### config.mk
export PLATFORM = sky130hd
export DESIGN_NAME = pic_ctrl
export DESIGN_NICKNAME = d
export VERILOG_FILES = /design/src/pic_prio_pick.v /design/src/pic_ctrl.v
export VERILOG_INCLUDE_DIRS = /design/src /design/src/inc
export SDC_FILE = /design/constraint.sdc
export NUM_CORES = 1
export LEC_CHECK = 0
export BUFFER_PORTS_ARGS = -buffer_cell sky130_fd_sc_hd__buf_2
export CAP_MARGIN = 0
export CORE_MARGIN = 2
export CORE_UTILIZATION = 58
export CTS_BUF_LIST = sky130_fd_sc_hd__clkbuf_4 sky130_fd_sc_hd__clkbuf_8 sky130_fd_sc_hd__clkbuf_16
export CTS_CLUSTER_DIAMETER = 200
export DETAILED_ROUTE_END_ITERATION = 8
export PLACE_DENSITY_LB_ADDON = 0.1
export SKIP_CTS_REPAIR_TIMING = 1
export SLEW_MARGIN = 15
export SYNTH_ARGS = -nofsm -noshare
export SYNTH_HDL_FRONTEND = slang
export SYNTH_HIERARCHICAL = 1
export SYNTH_SLANG_ARGS = --single-unit
### constraint.sdc
create_clock -name core_clk -period 6.8 [get_ports core_clk]
set_input_delay 1.36 -clock core_clk [delete_from_list [all_inputs] [get_ports core_clk]]
set_output_delay 1.36 -clock core_clk [all_outputs]
set_load 0.01 [all_outputs]
### src/inc/pic_defines.vh
// Constants for the eight-level priority interrupt controller.
// Included by every design file; holds definitions only.
`ifndef PIC_DEFINES_VH
`define PIC_DEFINES_VH

// Register indices; byte address is four times the index
`define PIC_IDX_EVEN      2'h0
`define PIC_IDX_ODD       2'h1
`define PIC_IDX_ACK       2'h2

// First setup word fields
`define PIC_W1_SEL_BIT    4
`define PIC_W1_TRIG_BIT   3
`define PIC_W1_SINGLE_BIT 1
`define PIC_W1_W4_BIT     0

// Fourth setup word fields
`define PIC_W4_SPECIAL_NESTING_SELECT_BIT   4
`define PIC_W4_AUTO_END_OF_INTERRUPT_BIT   1

// Operation word selectors, data bits 4:3
`define PIC_SEL_EOI_ROT   2'h0
`define PIC_SEL_POLL_RD   2'h1

// Third operation word fields
`define PIC_W3_ESMM_BIT   6
`define PIC_W3_SMM_BIT    5
`define PIC_W3_POLL_BIT   2
`define PIC_W3_RR_BIT     1
`define PIC_W3_RS_BIT     0

// Second operation word commands, data bits 7:5
`define PIC_CMD_NS_EOI    3'h1
`define PIC_CMD_SP_EOI    3'h3
`define PIC_CMD_ROT_NS    3'h5
`define PIC_CMD_AROT_SET  3'h4
`define PIC_CMD_AROT_CLR  3'h0
`define PIC_CMD_ROT_SP    3'h7
`define PIC_CMD_SET_PRI   3'h6
`define PIC_CMD_NOP       3'h2

// Reset values
`define PIC_RST_LOWPRI    3'h7
`define PIC_RST_MASK      8'h00
`define PIC_SPURIOUS_LVL  3'h7

`endif

### src/pic_prio_pick.v
// Picks the highest-priority set bit of an eight-level vector.
// Assumes lowPri names the lowest level; the next level up is highest.
`timescale 1ns/100ps
`include "pic_defines.vh"

module pic_prio_pick (
  input  wire [7:0] reqVec,
  input  wire [2:0] lowPri,
  output reg        anySet,
  output reg  [2:0] level
);

  integer i;
  reg     [2:0] idx;

  // Scan upward from the level after the lowest, wrapping 7 to 0
  always @* begin
    anySet = 1'b0;
    level  = 3'h0;
    idx    = 3'h0;
    for (i = 0; i < 8; i = i + 1) begin
      idx = lowPri + 3'h1 + i[2:0];
      if (!anySet && reqVec[idx]) begin
        anySet = 1'b1;
        level  = idx;
      end
    end
  end

endmodule

### src/pic_ctrl.v
// Eight-level programmable priority interrupt controller core.
// Assumes an Avalon-MM master on core_clk and request inputs
// synchronous to core_clk; ackStrobe pulses once per acknowledge cycle.
//
// Design decisions made here: the register offsets and the Avalon-MM slave port.
`timescale 1ns/100ps
`include "pic_defines.vh"

//Behaviour
//- Specific EOI clears the addressed level
//- Non-specific EOI clears highest in-service level
//- Auto EOI after final acknowledge cycle
//- Auto EOI works as master or slave
//- Fully nested unless special nesting chosen
//- Acknowledge returns vector, sets in-service bit
//- In service blocks same and lower levels
//- Special nesting lets slave level re-enter
//- Special mask blocks only masked levels
//- Special mask: non-specific EOI skips masked
//- Named lowest level, others rank upward
//- Level 7 lowest after setup; changeable
//- Set priority or rotate-specific rotates
//- With auto EOI, auto rotation makes serviced level lowest
//- Poll read: active flag, zeros, level
//- Read after poll is always poll read
//- Odd read returns the mask register
//- Even read gives in-service or request
//- Edge mode latches rising edges only
//- Level mode asserts while input high
//- Short request answers as level 7
//- Decode second operation word commands
//- Bits 4:3 select second or third word
//- No data first cycle, vector second
module pic_ctrl (
  input  wire        core_clk,
  input  wire        srst,
  input  wire [1:0]  avs_address,
  input  wire        avs_read,
  input  wire        avs_write,
  input  wire [31:0] avs_writedata,
  input  wire [3:0]  avs_byteenable,
  output wire [31:0] avs_readdata,
  output wire        avs_waitrequest,
  input  wire [7:0]  irqIn,
  input  wire        ackStrobe,
  output wire        intReq,
  output wire [7:0]  vecData,
  output wire        vecValid
);

  localparam [3:0] ST_READY = 4'h1;
  localparam [3:0] ST_W2    = 4'h2;
  localparam [3:0] ST_W3    = 4'h4;
  localparam [3:0] ST_W4    = 4'h8;

  reg  [7:0] irr_q;
  reg  [7:0] isr_q;
  reg  [7:0] imr_q;
  reg  [7:0] irqPrev_q;
  reg  [7:0] slaveMap_q;
  reg  [4:0] vecBase_q;
  reg  [2:0] lowPri_q;
  reg        trigLevel_q;
  reg        single_q;
  reg        needW4_q;
  reg        auto_end_of_interrupt_q;
  reg        special_nesting_select_q;
  reg        smm_q;
  reg        autoRot_q;
  reg        readIsr_q;
  reg        poll_q;
  reg  [3:0] initSt_q;
  reg        ackPhase_q;
  reg  [2:0] ackLevel_q;
  reg  [7:0] vecData_q;
  reg        vecValid_q;
  reg        intReq_q;
  reg        busAck_q;
  reg  [7:0] rdData_q;
  reg        pollHit_q;
  reg  [2:0] pollLvl_q;

  reg  [7:0] irr_d;
  reg  [7:0] isr_d;
  reg  [7:0] isrClr;
  reg  [7:0] isrSet;
  reg  [7:0] irrClr;
  reg  [2:0] lowPri_d;
  reg  [7:0] rdData_d;

  wire [7:0] req;
  wire [7:0] isrEff;
  wire       reqAny;
  wire [2:0] reqLvl;
  wire       isrAny;
  wire [2:0] isrLvl;
  wire       reqWins;
  wire       busReq;
  wire       wrEn;
  wire       rdEn;
  wire [7:0] wd;
  wire       evenWr;
  wire       setup1;
  wire       opWord2;
  wire       opWord3;
  wire       oddWr;
  wire       ready;
  wire [7:0] rise;
  wire [7:0] irrSet;
  wire       ack1;
  wire       ack2;
  wire       pollRd;

  // Rank of a level: 0 is highest, 7 is the named lowest
  function [2:0] rankOf;
    input [2:0] lvl;
    input [2:0] low;
    begin
      rankOf = lvl - low - 3'h1;
    end
  endfunction

  function [7:0] oneHot;
    input [2:0] lvl;
    begin
      oneHot = 8'h01 << lvl;
    end
  endfunction

  assign req    = irr_q & ~imr_q;
  // Under special mask, masked in-service levels neither block nor take a plain EOI
  assign isrEff = smm_q ? (isr_q & ~imr_q) : isr_q;

  pic_prio_pick reqPick (
    .reqVec (req),
    .lowPri (lowPri_q),
    .anySet (reqAny),
    .level  (reqLvl)
  );

  pic_prio_pick isrPick (
    .reqVec (isrEff),
    .lowPri (lowPri_q),
    .anySet (isrAny),
    .level  (isrLvl)
  );

  // Only a strictly higher level interrupts, except a slave level
  // under special nesting, which may nest on itself
  assign reqWins = reqAny & (~isrAny
                 | (rankOf(reqLvl, lowPri_q) < rankOf(isrLvl, lowPri_q))
                 | (special_nesting_select_q & (reqLvl == isrLvl)
                    & slaveMap_q[reqLvl]));

  // Bus slave: one wait cycle, then accept
  assign busReq          = avs_read | avs_write;
  assign avs_waitrequest = busReq & ~busAck_q;
  assign avs_readdata    = {24'h000000, rdData_q};
  assign wrEn  = avs_write & busAck_q & avs_byteenable[0];
  assign rdEn  = avs_read & busAck_q;
  assign wd    = avs_writedata[7:0];
  assign ready = initSt_q[0];

  assign evenWr  = wrEn & (avs_address == `PIC_IDX_EVEN);
  assign oddWr   = wrEn & (avs_address == `PIC_IDX_ODD);
  assign setup1  = evenWr & wd[`PIC_W1_SEL_BIT];
  assign opWord2 = evenWr & ready & ~wd[`PIC_W1_SEL_BIT]
                 & (wd[4:3] == `PIC_SEL_EOI_ROT);
  assign opWord3 = evenWr & ready & ~wd[`PIC_W1_SEL_BIT]
                 & (wd[4:3] == `PIC_SEL_POLL_RD);
  assign pollRd  = rdEn & poll_q;

  assign ack1 = ackStrobe & ~ackPhase_q;
  assign ack2 = ackStrobe & ackPhase_q;

  // A request that drops before it is serviced is forgotten
  assign rise   = irqIn & ~irqPrev_q;
  assign irrSet = trigLevel_q ? irqIn : rise;

  assign intReq   = intReq_q;
  assign vecData  = vecData_q;
  assign vecValid = vecValid_q;

  // Read data is prepared in the wait cycle, stable at accept
  always @* begin
    rdData_d = 8'h00;
    if (poll_q)
      rdData_d = {reqWins, 4'h0, reqLvl};
    else if (avs_address == `PIC_IDX_ODD)
      rdData_d = imr_q;
    else if (avs_address == `PIC_IDX_EVEN)
      rdData_d = readIsr_q ? isr_q : irr_q;
  end

  // In-service, request and priority updates from all sources
  always @* begin
    isrClr   = 8'h00;
    isrSet   = 8'h00;
    irrClr   = 8'h00;
    lowPri_d = lowPri_q;
    if (opWord2) begin
      case (wd[7:5])
        `PIC_CMD_NS_EOI: begin
          if (isrAny)
            isrClr = oneHot(isrLvl);
        end
        `PIC_CMD_ROT_NS: begin
          if (isrAny) begin
            isrClr   = oneHot(isrLvl);
            lowPri_d = isrLvl;
          end
        end
        `PIC_CMD_SP_EOI: begin
          isrClr = oneHot(wd[2:0]);
        end
        `PIC_CMD_ROT_SP: begin
          isrClr   = oneHot(wd[2:0]);
          lowPri_d = wd[2:0];
        end
        `PIC_CMD_SET_PRI: begin
          lowPri_d = wd[2:0];
        end
        default: begin
        end
      endcase
    end
    // Auto EOI at the end of the vector cycle, master or slave
    if (ack2 && auto_end_of_interrupt_q && isrAny) begin
      isrClr = isrClr | oneHot(isrLvl);
      if (autoRot_q)
        lowPri_d = isrLvl;
    end
    // A spurious acknowledge sets nothing in service
    if (ack1 && reqWins) begin
      isrSet = oneHot(reqLvl);
      irrClr = oneHot(reqLvl);
    end
    if (pollRd && pollHit_q) begin
      isrSet = isrSet | oneHot(pollLvl_q);
      irrClr = irrClr | oneHot(pollLvl_q);
    end
    // Setting wins over a clear landing in the same cycle
    isr_d = (isr_q & ~isrClr) | isrSet;
    irr_d = (irr_q & irqIn & ~irrClr) | irrSet;
  end

  always @(posedge core_clk) begin
    if (srst) begin
      busAck_q  <= 1'b0;
      rdData_q  <= 8'h00;
      pollHit_q <= 1'b0;
      pollLvl_q <= 3'h0;
      irqPrev_q <= 8'h00;
      intReq_q  <= 1'b0;
    end else begin
      busAck_q  <= busReq & ~busAck_q;
      irqPrev_q <= irqIn;
      intReq_q  <= reqWins & ready;
      if (busReq && !busAck_q) begin
        rdData_q  <= rdData_d;
        pollHit_q <= reqWins;
        pollLvl_q <= reqLvl;
      end
    end
  end

  // Acknowledge sequence: first cycle freezes the winner and drives
  // nothing, second cycle presents the registered vector
  always @(posedge core_clk) begin
    if (srst) begin
      ackPhase_q <= 1'b0;
      ackLevel_q <= `PIC_SPURIOUS_LVL;
      vecData_q  <= 8'h00;
      vecValid_q <= 1'b0;
    end else begin
      vecValid_q <= 1'b0;
      if (ack1) begin
        ackPhase_q <= 1'b1;
        ackLevel_q <= reqWins ? reqLvl : `PIC_SPURIOUS_LVL;
      end else if (ack2) begin
        ackPhase_q <= 1'b0;
        vecData_q  <= {vecBase_q, ackLevel_q};
        vecValid_q <= 1'b1;
      end
    end
  end

  // Setup sequence and operation words
  always @(posedge core_clk) begin
    if (srst) begin
      irr_q       <= 8'h00;
      isr_q       <= 8'h00;
      imr_q       <= `PIC_RST_MASK;
      slaveMap_q  <= 8'h00;
      vecBase_q   <= 5'h00;
      lowPri_q    <= `PIC_RST_LOWPRI;
      trigLevel_q <= 1'b0;
      single_q    <= 1'b1;
      needW4_q    <= 1'b0;
      auto_end_of_interrupt_q      <= 1'b0;
      special_nesting_select_q      <= 1'b0;
      smm_q       <= 1'b0;
      autoRot_q   <= 1'b0;
      readIsr_q   <= 1'b0;
      poll_q      <= 1'b0;
      initSt_q    <= ST_READY;
    end else if (setup1) begin
      // A new setup restarts the controller in fully nested mode
      irr_q       <= 8'h00;
      isr_q       <= 8'h00;
      imr_q       <= `PIC_RST_MASK;
      lowPri_q    <= `PIC_RST_LOWPRI;
      trigLevel_q <= wd[`PIC_W1_TRIG_BIT];
      single_q    <= wd[`PIC_W1_SINGLE_BIT];
      needW4_q    <= wd[`PIC_W1_W4_BIT];
      auto_end_of_interrupt_q      <= 1'b0;
      special_nesting_select_q      <= 1'b0;
      smm_q       <= 1'b0;
      autoRot_q   <= 1'b0;
      readIsr_q   <= 1'b0;
      poll_q      <= 1'b0;
      initSt_q    <= ST_W2;
    end else begin
      irr_q    <= irr_d;
      isr_q    <= isr_d;
      lowPri_q <= lowPri_d;
      if (opWord2) begin
        if (wd[7:5] == `PIC_CMD_AROT_SET)
          autoRot_q <= 1'b1;
        else if (wd[7:5] == `PIC_CMD_AROT_CLR)
          autoRot_q <= 1'b0;
      end
      if (opWord3) begin
        if (wd[`PIC_W3_ESMM_BIT])
          smm_q <= wd[`PIC_W3_SMM_BIT];
        if (wd[`PIC_W3_RR_BIT])
          readIsr_q <= wd[`PIC_W3_RS_BIT];
      end
      // A new poll request outranks clearing the previous one
      if (opWord3 && wd[`PIC_W3_POLL_BIT])
        poll_q <= 1'b1;
      else if (rdEn)
        poll_q <= 1'b0;
      if (oddWr) begin
        case (initSt_q)
          ST_W2: begin
            vecBase_q <= wd[7:3];
            if (!single_q)
              initSt_q <= ST_W3;
            else if (needW4_q)
              initSt_q <= ST_W4;
            else
              initSt_q <= ST_READY;
          end
          ST_W3: begin
            slaveMap_q <= wd;
            initSt_q   <= needW4_q ? ST_W4 : ST_READY;
          end
          ST_W4: begin
            special_nesting_select_q   <= wd[`PIC_W4_SPECIAL_NESTING_SELECT_BIT];
            auto_end_of_interrupt_q   <= wd[`PIC_W4_AUTO_END_OF_INTERRUPT_BIT];
            initSt_q <= ST_READY;
          end
          ST_READY: begin
            imr_q <= wd;
          end
          default: begin
            initSt_q <= ST_READY;
          end
        endcase
      end
    end
  end

endmodule

After elaboration in Yosys (flattened, before gate mapping)
Index checks and enable logic that the tools add are counted.

Register bits: 88. Input port bits: 51. Output and inout bits: 43. Logic and storage cells: 262.

Add/subtract/negate cells: 12. Order comparisons: 10. Equality and inequality tests: 14. Shifts and indexed selects: 4. Muxes and demuxes: 96. Bitwise logic cells: 42. Reductions and logical operators: 57.

Operators with widths (number): 8-bit 2-to-1 mux (11); 3-bit 2-to-1 mux (21); 1-bit binary-select mux with 3-bit select (17); 8-bit bitwise AND (6); 1-bit 2-to-1 mux (40); 3-bit by 4-bit < comparator with 1-bit output, second input constant (9); 8-bit inverter (4); 8-bit bitwise OR (4); 1-bit by 3-bit left shift with 8-bit output, first input constant (4); 1-bit logical AND (20); 1-bit bitwise AND (18); 8-bit one-hot mux with 2 select lines (1); 2-bit AND reduction (8); 1-bit zero test (15); 3-bit adder, second input constant (4); 3-bit equality test, second input constant (4); 4-bit one-hot mux with 3 select lines (1); 2-bit OR reduction (5); 4-bit 2-to-1 mux (2); 2-bit nonzero test (4); 1-bit inverter (7); 3-bit by 1-bit adder with 3-bit output, second input constant (2); 3-bit by 2-bit adder with 3-bit output, second input constant (2); 3-bit one-hot mux with 2 select lines (1); 17 further kinds (25).

Longest topological paths before layout
Gate-level depths: netlist of the first run.

Word-level depth: 40. Mapped depth: 25. Depth with buffers taken out: 20.

Cells and area by module
Netlist of the first run, hierarchy kept.

Modules (own cells, without submodules): pic_ctrl (instances 1, cells an instance 514, area an instance 4377.9 um^2, seq. area each 1761.7 um^2); pic_prio_pick (instances 2, cells an instance 100, area an instance 889.6 um^2, seq. area each 0.0 um^2).

Worst setup path before layout of the first run
OpenSTA, ideal clock, no wires.

Path type: flip-flop to flip-flop. Start: register lowPri_q[0]. End: register irr_q[3]. Library setup time: 0.126 ns. Arrival time: 5.222 ns. Data required time: 6.674 ns. Slack: 1.452 ns. Cell stages (with the launch flop): 25. Buffers on the path: 4. Period minus slack after synthesis: 5.348 ns. Path through: dfxtp_1 -> buf_6 -> buf_8 -> inv_1 -> ha_1 -> buf_6 -> mux4_2 -> mux2_4 -> nor3_2 -> nand3_1 -> nor2_2 -> a2111oi_0 -> o21ai_1 -> ha_1 -> inv_1 -> fa_1 -> xor2_1 -> xnor2_1 -> ha_1 -> or2_2 -> a21boi_0 -> a221oi_4 -> buf_4 -> o31ai_1 -> o21ai_1.

Word-level cells in the longest chain between the ends: 38. Elaborated cells between the ends (all ways): 122. Those cells by class: 12 x add/sub; 1 x order compare; 1 x eq/ne; 1 x shift; 68 x mux; 10 x bitwise; 29 x reduce/logical.

RTL lines: from (decl) (line pic_ctrl.v:62) `reg [2:0] lowPri_q;`; from (signal assigned) (line pic_ctrl.v:296) `` lowPri_q <= `PIC_RST_LOWPRI; ``; from (signal assigned) (line pic_ctrl.v:312) `` lowPri_q <= `PIC_RST_LOWPRI; ``; from (signal assigned) (line pic_ctrl.v:326) `lowPri_q <= lowPri_d;`; 3-bit by 1-bit adder with 3-bit output (*) (line pic_prio_pick.v:22) `idx = lowPri + 3'h1 + i[2:0];`; branches (longest 23 deep; another with 3-bit by 1-bit adder with 3-bit output); 3-bit 2-to-1 mux (*) (line pic_prio_pick.v:23) `if (!anySet && reqVec[idx]) begin`; via isrLvl[0] (line pic_ctrl.v:96) `wire [2:0] isrLvl;`; 3-bit subtractor (line pic_ctrl.v:119) `rankOf = lvl - low - 3'h1;`; 3-bit by 1-bit subtractor with 3-bit output (line pic_ctrl.v:119); 3-bit < comparator (line pic_ctrl.v:151) `| (rankOf(reqLvl, lowPri_q) < rankOf(isrLvl, lowPri_q))`; 1-bit bitwise OR (line pic_ctrl.v:151); 1-bit bitwise OR (*) (line pic_ctrl.v:152) `| (special_nesting_select_q & (reqLvl == isrLvl)`; 1-bit bitwise AND (*) (line pic_ctrl.v:150) `assign reqWins = reqAny & (~isrAny`; 1-bit logical AND (*) (line pic_ctrl.v:234) `if (ack1 && reqWins) begin`; 8-bit 2-to-1 mux (*) (line pic_ctrl.v:234); 8-bit bitwise OR (line pic_ctrl.v:240) `irrClr = irrClr | oneHot(pollLvl_q);`; 8-bit 2-to-1 mux (*) (line pic_ctrl.v:238) `if (pollRd && pollHit_q) begin`; 8-bit inverter (*) (line pic_ctrl.v:244) `irr_d = (irr_q & irqIn & ~irrClr) | irrSet;`; 8-bit bitwise AND (*) (line pic_ctrl.v:244); 8-bit bitwise OR (*) (line pic_ctrl.v:244); to (signal assigned) (line pic_ctrl.v:324) `irr_q <= irr_d;`; to (decl) (line pic_ctrl.v:56) `reg [7:0] irr_q;`.

Mark *: on every way through the listed nets, which the timed path passes. The select of a mux whose other input is x is not followed. A chain may end at the register's enable or synchronous reset.

Final worst setup path of the first run
Start: register lowPri_q[0]. End: register isr_q[3].

Word-level cells in the longest chain between the ends: 36. Elaborated cells between the ends (all ways): 129. Those cells by class: 12 x add/sub; 1 x order compare; 1 x eq/ne; 2 x shift; 72 x mux; 11 x bitwise; 30 x reduce/logical.

RTL lines: 3-bit by 1-bit adder with 3-bit output (*) (line pic_prio_pick.v:22); branches (longest 23 deep; another with 3-bit by 1-bit adder with 3-bit output); 3-bit 2-to-1 mux (*) (line pic_prio_pick.v:23); via isrLvl[1] (line pic_ctrl.v:96); 3-bit subtractor (line pic_ctrl.v:119); 3-bit by 1-bit subtractor with 3-bit output (line pic_ctrl.v:119); 3-bit < comparator (line pic_ctrl.v:151); 1-bit bitwise OR (line pic_ctrl.v:151); 1-bit bitwise OR (line pic_ctrl.v:152); 1-bit bitwise AND (line pic_ctrl.v:150); 1-bit logical AND (line pic_ctrl.v:234); 8-bit 2-to-1 mux (line pic_ctrl.v:234); 8-bit bitwise OR (line pic_ctrl.v:239) `isrSet = isrSet | oneHot(pollLvl_q);`; 8-bit 2-to-1 mux (line pic_ctrl.v:238); 8-bit bitwise OR (*) (line pic_ctrl.v:243) `isr_d = (isr_q & ~isrClr) | isrSet;`; to (signal assigned) (line pic_ctrl.v:325) `isr_q <= isr_d;`; to (decl) (line pic_ctrl.v:57) `reg [7:0] isr_q;`.

Marks and branches as above.

==> key figures, run 1 <==
Worst setup path
  – Classification of the worst setup path: register to register
  – Reg2reg start: lowPri_q[0]
  – Crit path cell chain: inv_1 > ha_1 > mux4_2 > mux2i_1 > nor2b_1 > nor2_1 > o21ai_0 > a221oi_1 > o21ai_1 > inv_1 > fa_1 > xor2_1 > xnor2_1 > ha_1 > or2_2 > a21boi_0 > a221oi_4 > o31ai_1 > o21a_1
  – Crit path required time: 7.10 ns
  – Crit path max-delay cell type: sky130_fd_sc_hd__ha_1
  – CP delay by family, top: compound AO/OA/AOI/OAI gates
  – Maximum fanout along the worst path: 19
  – Worst setup EP type: register
  – Endpoint arrival time on the critical path: 6.26 ns
  – Max stage delay on crit path: 0.79 ns
  – Slack of the worst reg-to-reg path: 0.84 ns
  – Critical path buffer and inverter count: 2
  – Startpoint kind of the worst setup timing path: register
  – Worst Setup SP: lowPri_q[0]

Yosys
  – Area share of the leading cell type in the synthesized netlist: 28.6%
  – Synthesized area divided by synthesized cell count: 8.62 um^2
  – EDFF count, synth: 0
  – Cell type with the highest aggregate area in the netlist: sky130_fd_sc_hd__dfxtp_1
  – Cell with the most instances after synthesis: sky130_fd_sc_hd__dfxtp_1
  – Syn Inst Count: 714
  – Part of the Yosys area used for sequential elements: 28.6%
  – Dominant register cell in the synthesized netlist: sky130_fd_sc_hd__dfxtp_1
  – Top post-synthesis cells by area: sky130_fd_sc_hd__dfxtp_1 29%, sky130_fd_sc_hd__mux2i_1 8.3%, sky130_fd_sc_hd__mux4_2 5.9%
  – Cell area after synthesis: 0.00616 mm^2
  – Number of distinct library cells after synthesis: 81
  – FF+latch count, synth: 88
  – Async set-or-reset flop fraction in the synthesized netlist: 0%
  – Yosys warning count: 6
  – Most used standard cells in the synthesized netlist: 88 x sky130_fd_sc_hd__dfxtp_1, 83 x sky130_fd_sc_hd__nand2_1, 74 x sky130_fd_sc_hd__nor2_1, 51 x sky130_fd_sc_hd__mux2i_1, 30 x sky130_fd_sc_hd__a21oi_1

Pwr
  – Worst vdd ir: 0.183 mV
  – Cell area power density: 189 mW/mm^2
  – Power Total: 1220 uW
  – Pleak: 0.00272 uW

Floorplanning
  – Die Span X: 107 um
  – Rows: 37
  – Starting density of the core: 59.6%
  – Height of the die: 107 um
  – Area of the core: 0.0103 mm^2
  – I/O pin cnt: 94
  – Area of the die: 0.0115 mm^2

Clock tree
  – Root cell of the clock tree: sky130_fd_sc_hd__clkbuf_8
  – Number of buffers between clock root and the deepest sink: 2
  – CTS tree: built
  – H-Tree Depth: 3
  – Skew-Pair Late Insertion Delay: 0.36 ns
  – Cts bufs inserted: 9
  – Num Clock Sinks: 88
  – Clock slew at reported path FFs: 0.08 ns

Place
  – Setup slack at placement: 0.877 ns
  – Final weighted congestion in routability-driven placement: 0.919
  – Count of input and output buffers: 42
  – HPWL reported at the end of detailed placement: 11600 um

Layout
  – Layout net count: 794
  – N_diodes: 0
  – Share of layout cells above drive strength 1: 16.3%
  – Layout overhead on the synthesized area: 5.08%
  – Filler cells: 910

Detailed routing
  – Wire length per cell after detailed routing: 17.6 um
  – Final routed wirelength across all metal layers: 15400 um
  – Via/cell ratio: 6.06
  – Detailed Routing Iterations Pass 1: 8
  – Number of design rule violations left after detail routing: 0
  – Number of nets with antenna violations after detailed routing: 0
  – Detailed Route Iter0 Violations: 459
  – Detailed-route via count: 5296

Global route
  – Number of antenna violations at the first check in global routing: 0
  – Pin count of the biggest net entering global routing: 56
  – GRT met3 Usage: 4.07%
  – Global-route layer with the greatest usage: met2
  – Global Route met1 Usage: 36.2%
  – Global routing met2 resource utilization: 46.7%
  – Number of global-route vias before repair: 4979
  – Overall global routing resource usage: 27.5%
  – Global route overflow: 0
  – Global-route wire length before repair: 25000 um

Timing
  – Worst Slack Setup Final: 0.844 ns
  – Worst-Margin Slew: 0.863 ns
  – Final TNS setup: 0 ns
  – Final setup fails: 0
  – Final critical delay including setup and external delays: 5.96 ns
  – Final Skew: 0.00812 ns
  – Post-route fraction of the period consumed by the critical path: 87.6%
  – Peak clock frequency supported by timing: 168 MHz
  – Unrepaired setup endpoints after global routing: false
  – Slew headroom: 42.1%
  – Slew Limit Fails: 0
  – Number of failing hold endpoints at the final stage: 0

Min path
  – Classification of the worst-slack hold path: register to register
  – Worst Hold Launch: irqPrev_q[6]

Flow run
  – Number of max-capacitance violations reported: 0

Run status
  – Run status: complete, no violations
[logic make-up after synthesis]
logic type | count (synthesis) | share of synthesized area [%]
AOI/OAI and AO/OA | 156 | 18.2
and+or+nand+nor | 282 | 22.8
buffers and inverters | 85 | 7.97
other | 1 | 0.0609
adders and majority gates | 10 | 2.28
xor gates and xnor gates | 16 | 3.70
muxes | 76 | 16.4
DFF | 88 | 28.6
[layout make-up]
type	count	area [um^2]	share of cell area (%)
clock buffers	11	145	2.24
clock inverters	5	56.3	0.870
inverters	20	75.1	1.16
multi-input cells	564	3990	61.7
flip-flops and latches	88	1760	27.2
well taps	136	170	2.63
repair buffers	50	270	4.18
[path summary, 6_finish.rpt]
path	cells after the start	end
min reg2reg	1	irr_q[6]
max	19	isr_q[3]
max reg2reg	19	isr_q[3]
min	1	irr_q[6]
[sequential cells by signal (all words and copies together) (netlist names), 3 cells and up]
register / flops
vecBase_q: 5
lowPri_q: 3
vecData: 8
imr_q: 8
irr_q: 8
irqPrev_q: 8
pollLvl_q: 3
initSt_q: 4
ackLevel_q: 3
rdData_q: 8
slaveMap_q: 8
isr_q: 8
[through the flow]
stage | instances | hold WS [ns] | cell area (um^2) | utilization (%)
after global placement | 858 | 0.409 | 6270 | 60.7
after global routing | 874 | 0.436 | 6470 | 62.7
after CTS | 874 | 0.425 | 6470 | 62.7
after floorplan | 737 | 0.398 | 6240 | -
final | 874 | 0.422 | 6470 | 62.7
after detailed placement | 858 | 0.413 | 6270 | 60.7
[power by group]
part	total, uW	switching, uW	internal (uW)
registers	552	14.9	537
logic	308	195	113
clock network	363	180	183
total	1220	389	834
[worst reg2reg max path, delay by kind of cell, from the launching register on]
| kind | cells | cell delay [ns] |
|---|---|---|
| AO/OA/AOI/OAI | 7 | 1.85 |
| flip-flops | 1 | 0.46 |
| XOR/XNOR | 2 | 0.32 |
| buffers and inverters | 2 | 0.26 |
| adder cells (fa/ha/maj) | 3 | 1.48 |
| multiplexers | 2 | 0.99 |
| AND/OR/NAND/NOR | 3 | 0.55 |
[per-layer routing]
layer	vias up	wire length (um)	part of all wire [%]
li1	2570	-	-
met1	2536	6810	44
met2	170	7530	49
met3	20	832	5.4
met4	0	215	1.4
met5	-	0	0
[placed cells by master (no fill, tap or decap), drive strengths merged, types with 9 or more instances in the layout]
cell | netlist | final
nand2b | 10 | 10
a21oi | 30 | 30
conb | 1 | 24
o21ai | 31 | 31
a31oi | 14 | 14
nor3 | 25 | 25
clkbuf | 27 | 11
nor2b | 28 | 28
mux4 | 18 | 18
nor2 | 78 | 78
a21boi | 13 | 13
a22oi | 9 | 9
buf | 38 | 50
dfxtp | 88 | 88
inv | 20 | 20
mux2i | 51 | 51
nand3 | 18 | 18
a221oi | 9 | 9
nand2 | 83 | 83
No activity file was read; power rests on OpenSTA's default activity.
==> inputs of run 2 (changes only) <==
- ABC_AREA: not set -> 1
- CORE_MARGIN: 2 -> 3
- SYNTH_HIERARCHICAL: 1 -> not set
==> key figures, run 2 <==
Run status
  – Run status: complete, no violations

Timing
  – Worst-Margin Slew: 1.07 ns (+0.203 ns)
  – Final Skew: 0.0108 ns (+0.00273 ns)
  – Peak clock frequency supported by timing: 176 MHz (+5.0%)
  – Final critical delay including setup and external delays: 5.67 ns (-0.286 ns)
  – Final setup fails: 0 (unchanged)
  – Post-route fraction of the period consumed by the critical path: 83.4% (-4.2 points)
  – Unrepaired setup endpoints after global routing: false
  – Worst Slack Setup Final: 1.13 ns (+0.286 ns)
  – Number of failing hold endpoints at the final stage: 0 (unchanged)
  – Slew headroom: 28.7% (-13 points)
  – Final TNS setup: 0 ns (unchanged)
  – Slew Limit Fails: 0 (unchanged)

Layout
  – N_diodes: 0 (unchanged)
  – Final cell utilization of the core: 63.0% (+0.37 points)
  – Share of layout cells above drive strength 1: 11.8% (-4.4 points)
  – Layout overhead on the synthesized area: 5.12% (about the same)
  – Layout net count: 1008 (+27%)
  – Filler cells: 954 (+4.8%)
  – Post-layout instance count excluding filler cells: 1087 (+24%)
  – Most frequent standard cell in the layout excluding fill and tap cells: sky130_fd_sc_hd__nand2_1
  – Flip-flop and latch area: 0.00176 mm^2 (unchanged)
  – Most frequent cells in the layout: 220 x sky130_fd_sc_hd__nand2_1, 119 x sky130_fd_sc_hd__nand3_1, 94 x sky130_fd_sc_hd__inv_1
  – Multi-input combinational cell area: 0.00349 mm^2 (-13%)

Yosys
  – Area share of the leading cell type in the synthesized netlist: 29.8% (+1.2 points)
  – Syn Inst Count: 925 (+30%)
  – Cell type with the highest aggregate area in the netlist: sky130_fd_sc_hd__dfxtp_1
  – Number of distinct library cells after synthesis: 41 (-49%)
  – Part of the Yosys area used for sequential elements: 29.8% (+1.2 points)
  – Synthesized area divided by synthesized cell count: 6.40 um^2 (-26%)
  – FF+latch count, synth: 88 (unchanged)
  – Dominant register cell in the synthesized netlist: sky130_fd_sc_hd__dfxtp_1
  – Cell with the most instances after synthesis: sky130_fd_sc_hd__nand2_1
  – EDFF count, synth: 0 (unchanged)
  – Top post-synthesis cells by area: sky130_fd_sc_hd__dfxtp_1 30%, sky130_fd_sc_hd__nand2_1 14%, sky130_fd_sc_hd__nand3_1 10%
  – Most used standard cells in the synthesized netlist: 220 x sky130_fd_sc_hd__nand2_1, 119 x sky130_fd_sc_hd__nand3_1, 94 x sky130_fd_sc_hd__inv_1, 91 x sky130_fd_sc_hd__nor2_1, 88 x sky130_fd_sc_hd__dfxtp_1
  – Yosys warning count: 0 (-6)
  – Async set-or-reset flop fraction in the synthesized netlist: 0% (unchanged)
  – Cell area after synthesis: 0.00592 mm^2 (-3.9%)

Floorplanning
  – Area of the core: 0.00986 mm^2 (-4.4%)
  – I/O pin cnt: 94 (unchanged)
  – Height of the die: 107 um (about the same)
  – Die Span X: 107 um (about the same)
  – Area of the die: 0.0114 mm^2 (about the same)
  – Starting density of the core: 60.0% (+0.33 points)
  – Rows: 36 (-2.7%)

Pwr
  – Pleak: 0.00308 uW (+13%)
  – Cell area power density: 193 mW/mm^2 (+2.2%)
  – Worst vdd ir: 0.199 mV (+8.9%)

Worst setup path
  – Endpoint arrival time on the critical path: 5.97 ns (-0.29 ns)
  – Worst Setup SP: lowPri_q[0]
  – Reg2reg start: lowPri_q[0]
  – Worst setup EP type: register
  – Crit path required time: 7.10 ns (about the same)
  – Classification of the worst setup path: register to register
  – Startpoint kind of the worst setup timing path: register
  – Critical path buffer and inverter count: 3 (+1)
  – CP delay by family, top: simple AND/OR/NAND/NOR gates
  – Crit path max-delay cell type: sky130_fd_sc_hd__ha_1
  – Maximum fanout along the worst path: 24 (+5)
  – Max stage delay on crit path: 0.48 ns (-0.31 ns)
  – Most used cell, CP: sky130_fd_sc_hd__nand2_1

Place
  – Final weighted congestion in routability-driven placement: 0.943 (+2.6%)
  – HPWL reported at the end of detailed placement: 13100 um (+13%)
  – Count of input and output buffers: 42 (unchanged)
  – DP Cell Count: 1071 (+25%)
  – Setup slack at placement: 1.26 ns (+0.387 ns)

Detailed routing
  – Detailed Routing Iterations Pass 1: 6 (-2)
  – Final routed wirelength across all metal layers: 16800 um (+9.2%)
  – Number of design rule violations left after detail routing: 0 (unchanged)
  – Detailed Route Iter0 Violations: 615 (+34%)
  – Wire length per cell after detailed routing: 15.5 um (-12%)
  – Via/cell ratio: 5.79 (-4.4%)
  – Detailed-route via count: 6295 (+19%)
  – Number of nets with antenna violations after detailed routing: 0 (unchanged)

Global route
  – Global route overflow: 0 (unchanged)
  – Overall global routing resource usage: 30.6% (+3.1 points)
  – Number of antenna violations at the first check in global routing: 0 (unchanged)
  – Number of global-route vias before repair: 5742 (+15%)
  – Global-route wire length before repair: 28200 um (+13%)
  – Pin count of the biggest net entering global routing: 33 (-41%)

Clock tree
  – H-Tree Depth: 3 (unchanged)
  – Clock slew at reported path FFs: 0.10 ns (+0.02 ns)
  – Skew-Pair Late Insertion Delay: 0.37 ns (about the same)
  – Root cell of the clock tree: sky130_fd_sc_hd__clkbuf_8
  – Num Clock Sinks: 88 (unchanged)
  – Number of buffers between clock root and the deepest sink: 2 (unchanged)
  – CTS tree: built
  – Cts bufs inserted: 9 (unchanged)

Flow run
  – Number of max-capacitance violations reported: 0 (unchanged)

Min path
  – Classification of the worst-slack hold path: register to register
  – Worst Hold Launch: vecBase_q[0]
## run 2: changes by cell type in the layout (fill, tap and decap cells not counted), moves of 17 or more
cell                      before  now
sky130_fd_sc_hd__a21oi_1      30   65
sky130_fd_sc_hd__inv_1        19   94
sky130_fd_sc_hd__mux2i_1      51    1
sky130_fd_sc_hd__nand2_1      83  220
sky130_fd_sc_hd__nand3_1      18  119
sky130_fd_sc_hd__nor2_1       74   91
sky130_fd_sc_hd__nor2b_1      28    0
sky130_fd_sc_hd__nor3_1       23    3
sky130_fd_sc_hd__o21ai_0      20   55
## run 2: metrics by stage
| step | hold slack [ns] | area (um^2) | total power (uW) |
|---|---|---|---|
| floorplan | 0.414 | 6000 | 792 |
| global placement | 0.423 | 6030 | 847 |
| detailed placement | 0.428 | 6030 | 858 |
| CTS | 0.450 | 6220 | 1200 |
| global route | 0.468 | 6220 | 1270 |
| finish | 0.446 | 6220 | 1200 |
## run 2: final timing paths
| path | cells past startpoint | slack (ns) | to |
|---|---|---|---|
| worst max-delay path | 27 | 1.13 | rdData_q[7] |
| worst min-delay path | 2 | 0.45 | vecData[3] |
| worst max register to register | 27 | 1.13 | rdData_q[7] |
| worst min register to register | 2 | 0.45 | vecData[3] |
## run 2: report_power, final
part | internal, uW | leakage (uW) | switching [uW] | total [uW]
clock | 141 | 0.0000903 | 207 | 347
sequential | 534 | 0.000716 | 17.2 | 552
combinational | 89.0 | 0.00227 | 213 | 302
## run 2: cell type report
cell class / count / share of cell area (%)
clock buffers: 9 / 1.99
inverters: 105 / 6.34
flip-flops and latches: 88 / 28.3
multi-input cells: 702 / 56.1
well taps: 133 / 2.68
clock inverters: 7 / 1.03
repair buffers: 43 / 3.50
## run 2: cell families after synthesis
logic type / count (synthesis) / share of synthesized area (%)
AO/OA/AOI/OAI: 168 / 15.6
XOR/XNOR: 2 / 0.296
adder cells (fa/ha/maj): 8 / 1.95
buffers and inverters: 158 / 12.7
flip-flops: 88 / 29.8
multiplexers: 1 / 0.169
other: 1 / 0.0634
AND/OR/NAND/NOR: 499 / 39.5
## run 2: per-layer routing
| layer | vias to the layer above | global-route usage (%) | share of wire, % |
|---|---|---|---|
| li1 | 3078 | - | - |
| met1 | 2896 | 41.0 | 43 |
| met2 | 286 | 50.0 | 47 |
| met3 | 35 | 5.18 | 8.1 |
| met4 | 0 | 10.2 | 2.1 |
| met5 | - | 0 | 0 |
## run 2: worst register-to-register path: cells and delay by family (launching register included)
kind | cells | cell delay, ns
and+or+nand+nor | 15 | 2.11
adders and majority gates | 4 | 1.45
buffers and inverters | 3 | 0.86
AOI/OAI and AO/OA | 4 | 0.68
DFF | 1 | 0.33
xor gates and xnor gates | 1 | 0.17
==> inputs of run 3 (changes only) <==
- CORE_UTILIZATION: 58 -> 52
- clock period: 6.8 -> 5.2 ns (I/O delays scaled with it)
==> key figures, run 3 (same netlist as run 2, synthesis figures left out) <==
Detailed routing
  – Detailed-route via count: 6016 (-4.4%)
  – Detailed Route Iter0 Violations: 553 (-10%)
  – Number of nets with antenna violations after detailed routing: 0 (unchanged)
  – Detailed Routing Iterations Pass 1: 5 (-1)
  – Final routed wirelength across all metal layers: 16600 um (-1.1%)
  – Number of design rule violations left after detail routing: 0 (unchanged)
  – Via/cell ratio: 5.48 (-5.4%)
  – Wire length per cell after detailed routing: 15.1 um (-2.1%)

Timing
  – Worst Hold Margin: 0.455 ns (+0.00901 ns)
  – Number of failing hold endpoints at the final stage: 0 (unchanged)
  – Unrepaired setup endpoints after global routing: false
  – Slew Limit Fails: 0 (unchanged)
  – Post-route fraction of the period consumed by the critical path: 91.5% (+8.1 points)
  – Final setup fails: 0 (unchanged)
  – Worst-Margin Slew: 1.05 ns (-0.0127 ns)
  – Final critical delay including setup and external delays: 4.76 ns (-0.913 ns)
  – Slew headroom: 29.5% (+0.85 points)
  – Final Skew: 0.00893 ns (-0.00191 ns)
  – Peak clock frequency supported by timing: 210 MHz (+19%)
  – Final TNS setup: 0 ns (unchanged)

Layout
  – Layout overhead on the synthesized area: 7.74%
  – Flip-flop and latch area: 0.00176 mm^2 (unchanged)
  – Most frequent cells in the layout: 218 x sky130_fd_sc_hd__nand2_1, 119 x sky130_fd_sc_hd__nand3_1, 94 x sky130_fd_sc_hd__inv_1
  – Layout net count: 1013 (+0.50%)
  – Multi-input combinational cell area: 0.00352 mm^2 (+0.90%)
  – Share of layout cells above drive strength 1: 12.5% (+0.68 points)
  – Post-layout instance count excluding filler cells: 1098 (+1.0%)
  – Most frequent standard cell in the layout excluding fill and tap cells: sky130_fd_sc_hd__nand2_1
  – Final cell utilization of the core: 58.0% (-5.0 points)
  – Filler cells: 1166 (+22%)
  – N_diodes: 0 (unchanged)

Global route
  – Pin count of the biggest net entering global routing: 33 (unchanged)
  – Overall global routing resource usage: 26.4% (-4.2 points)
  – Global-route wire length before repair: 27100 um (-4.0%)
  – Global route overflow: 0 (unchanged)
  – Number of global-route vias before repair: 5378 (-6.3%)
  – Number of antenna violations at the first check in global routing: 0 (unchanged)

Pwr
  – Worst vdd ir: 0.247 mV (+24%)
  – Pleak: 0.00316 uW (+2.4%)
  – Cell area power density: 267 mW/mm^2 (+38%)

Run status
  – Run status: complete, no violations

Clock tree
  – Skew-Pair Late Insertion Delay: 0.34 ns (-0.03 ns)
  – Num Clock Sinks: 88 (unchanged)
  – H-Tree Depth: 3 (unchanged)
  – Number of buffers between clock root and the deepest sink: 2 (unchanged)
  – Root cell of the clock tree: sky130_fd_sc_hd__clkbuf_16
  – Cts bufs inserted: 9 (unchanged)
  – Clock slew at reported path FFs: 0.06 ns (-0.04 ns)
  – CTS tree: built

Worst setup path
  – Cells on worst reg2reg path: 26 (-3.7%)
  – Endpoint arrival time on the critical path: 4.99 ns (-0.98 ns)
  – Startpoint kind of the worst setup timing path: register
  – Classification of the worst setup path: register to register
  – Worst setup EP type: register
  – Maximum fanout along the worst path: 14 (-42%)
  – Crit path required time: 5.43 ns (-1.67 ns)

Floorplanning
  – Starting density of the core: 53.9% (-6.1 points)
  – Rows: 38 (+5.6%)
  – Area of the die: 0.0127 mm^2 (+11%)
  – Area of the core: 0.0110 mm^2 (+11%)
  – Height of the die: 113 um (+5.3%)
  – Die Span X: 113 um (+5.3%)
  – I/O pin cnt: 94 (unchanged)

Flow run
  – Number of max-capacitance violations reported: 0 (unchanged)

Min path
  – Classification of the worst-slack hold path: register to register
  – Worst hold path cell count: 2 (unchanged)

Place
  – HPWL reported at the end of detailed placement: 12900 um (-1.9%)
  – Final weighted congestion in routability-driven placement: 0.954 (+1.1%)
  – DP Cell Count: 1083 (+1.1%)
  – Count of input and output buffers: 42 (unchanged)
## run 3: changes by cell type in the layout (fill, tap and decap cells not counted), moves of 3 or more
| cell | previous run | this run |
|---|---|---|
| sky130_fd_sc_hd__clkbuf_8 | 9 | 0 |
| sky130_fd_sc_hd__clkbuf_16 | 0 | 9 |
| sky130_fd_sc_hd__clkinv_2 | 0 | 4 |
| sky130_fd_sc_hd__buf_4 | 1 | 6 |
| sky130_fd_sc_hd__nand2_4 | 2 | 5 |
## run 3: layer usage
layer	track usage [%]	vias to the layer above	share of wire, %
li1	-	3085	-
met2	41.3	197	45
met4	8.97	0	2.0
met1	37.0	2712	45
met5	0	-	0
met3	4.20	22	7.6
## run 3: critical path, stage by stage (launching register included)
cell	delay, ns
sky130_fd_sc_hd__dfxtp_1	0.34
sky130_fd_sc_hd__inv_2	0.04
sky130_fd_sc_hd__ha_1	0.41
sky130_fd_sc_hd__inv_4	0.17
sky130_fd_sc_hd__nand2_1	0.10
sky130_fd_sc_hd__nand2_4	0.19
sky130_fd_sc_hd__nand3_1	0.10
sky130_fd_sc_hd__nand2_1	0.12
sky130_fd_sc_hd__nand2_1	0.06
sky130_fd_sc_hd__nand2_1	0.14
sky130_fd_sc_hd__inv_1	0.07
sky130_fd_sc_hd__o21ai_0	0.24
sky130_fd_sc_hd__nor2_1	0.09
sky130_fd_sc_hd__nor2_1	0.10
sky130_fd_sc_hd__nand3_1	0.10
sky130_fd_sc_hd__nand2_1	0.17
sky130_fd_sc_hd__inv_1	0.15
sky130_fd_sc_hd__ha_1	0.25
sky130_fd_sc_hd__fa_1	0.41
sky130_fd_sc_hd__xor2_1	0.18
sky130_fd_sc_hd__ha_1	0.30
sky130_fd_sc_hd__a21oi_1	0.20
sky130_fd_sc_hd__a21oi_2	0.09
sky130_fd_sc_hd__o21ai_4	0.20
sky130_fd_sc_hd__nand4_2	0.18
sky130_fd_sc_hd__nand3_1	0.16
sky130_fd_sc_hd__a21oi_1	0.07
## run 3: cell type report
cell class	count	area share (%)
tap	140	2.75
sequential	88	27.6
inverter	105	6.22
timing repair buffer	48	4.00
clock buffer	9	3.53
multi-input combinational	702	55.3
clock inverter	6	0.589
## run 3: worst paths after layout
| path | from | to | slack, ns |
|---|---|---|---|
| setup / recovery | lowPri_q[0] | irr_q[4] | 0.44 |
| hold / removal | vecBase_q[0] | vecData[3] | 0.45 |
| setup reg to reg | lowPri_q[0] | irr_q[4] | 0.44 |
| hold reg to reg | vecBase_q[0] | vecData[3] | 0.45 |
## run 3: power breakdown
part           leakage, uW  total, uW  switching, uW  internal (uW)
Sequential        0.000716        722           22.1            700
Clock             0.000135        579            260            319
Combinational      0.00230        399            280            119
Total              0.00316       1700            562           1140
## run 3: metrics by stage
stage	setup slack (ns)	total power (uW)	cell area, um^2
2_1_floorplan	1.01	1040	6000
3_3_place_gp	0.186	1120	6080
3_5_place_dp	0.170	1120	6080
4_1_cts	0.158	1700	6340
5_1_grt	0.0455	1790	6370
6_report	0.443	1700	6370
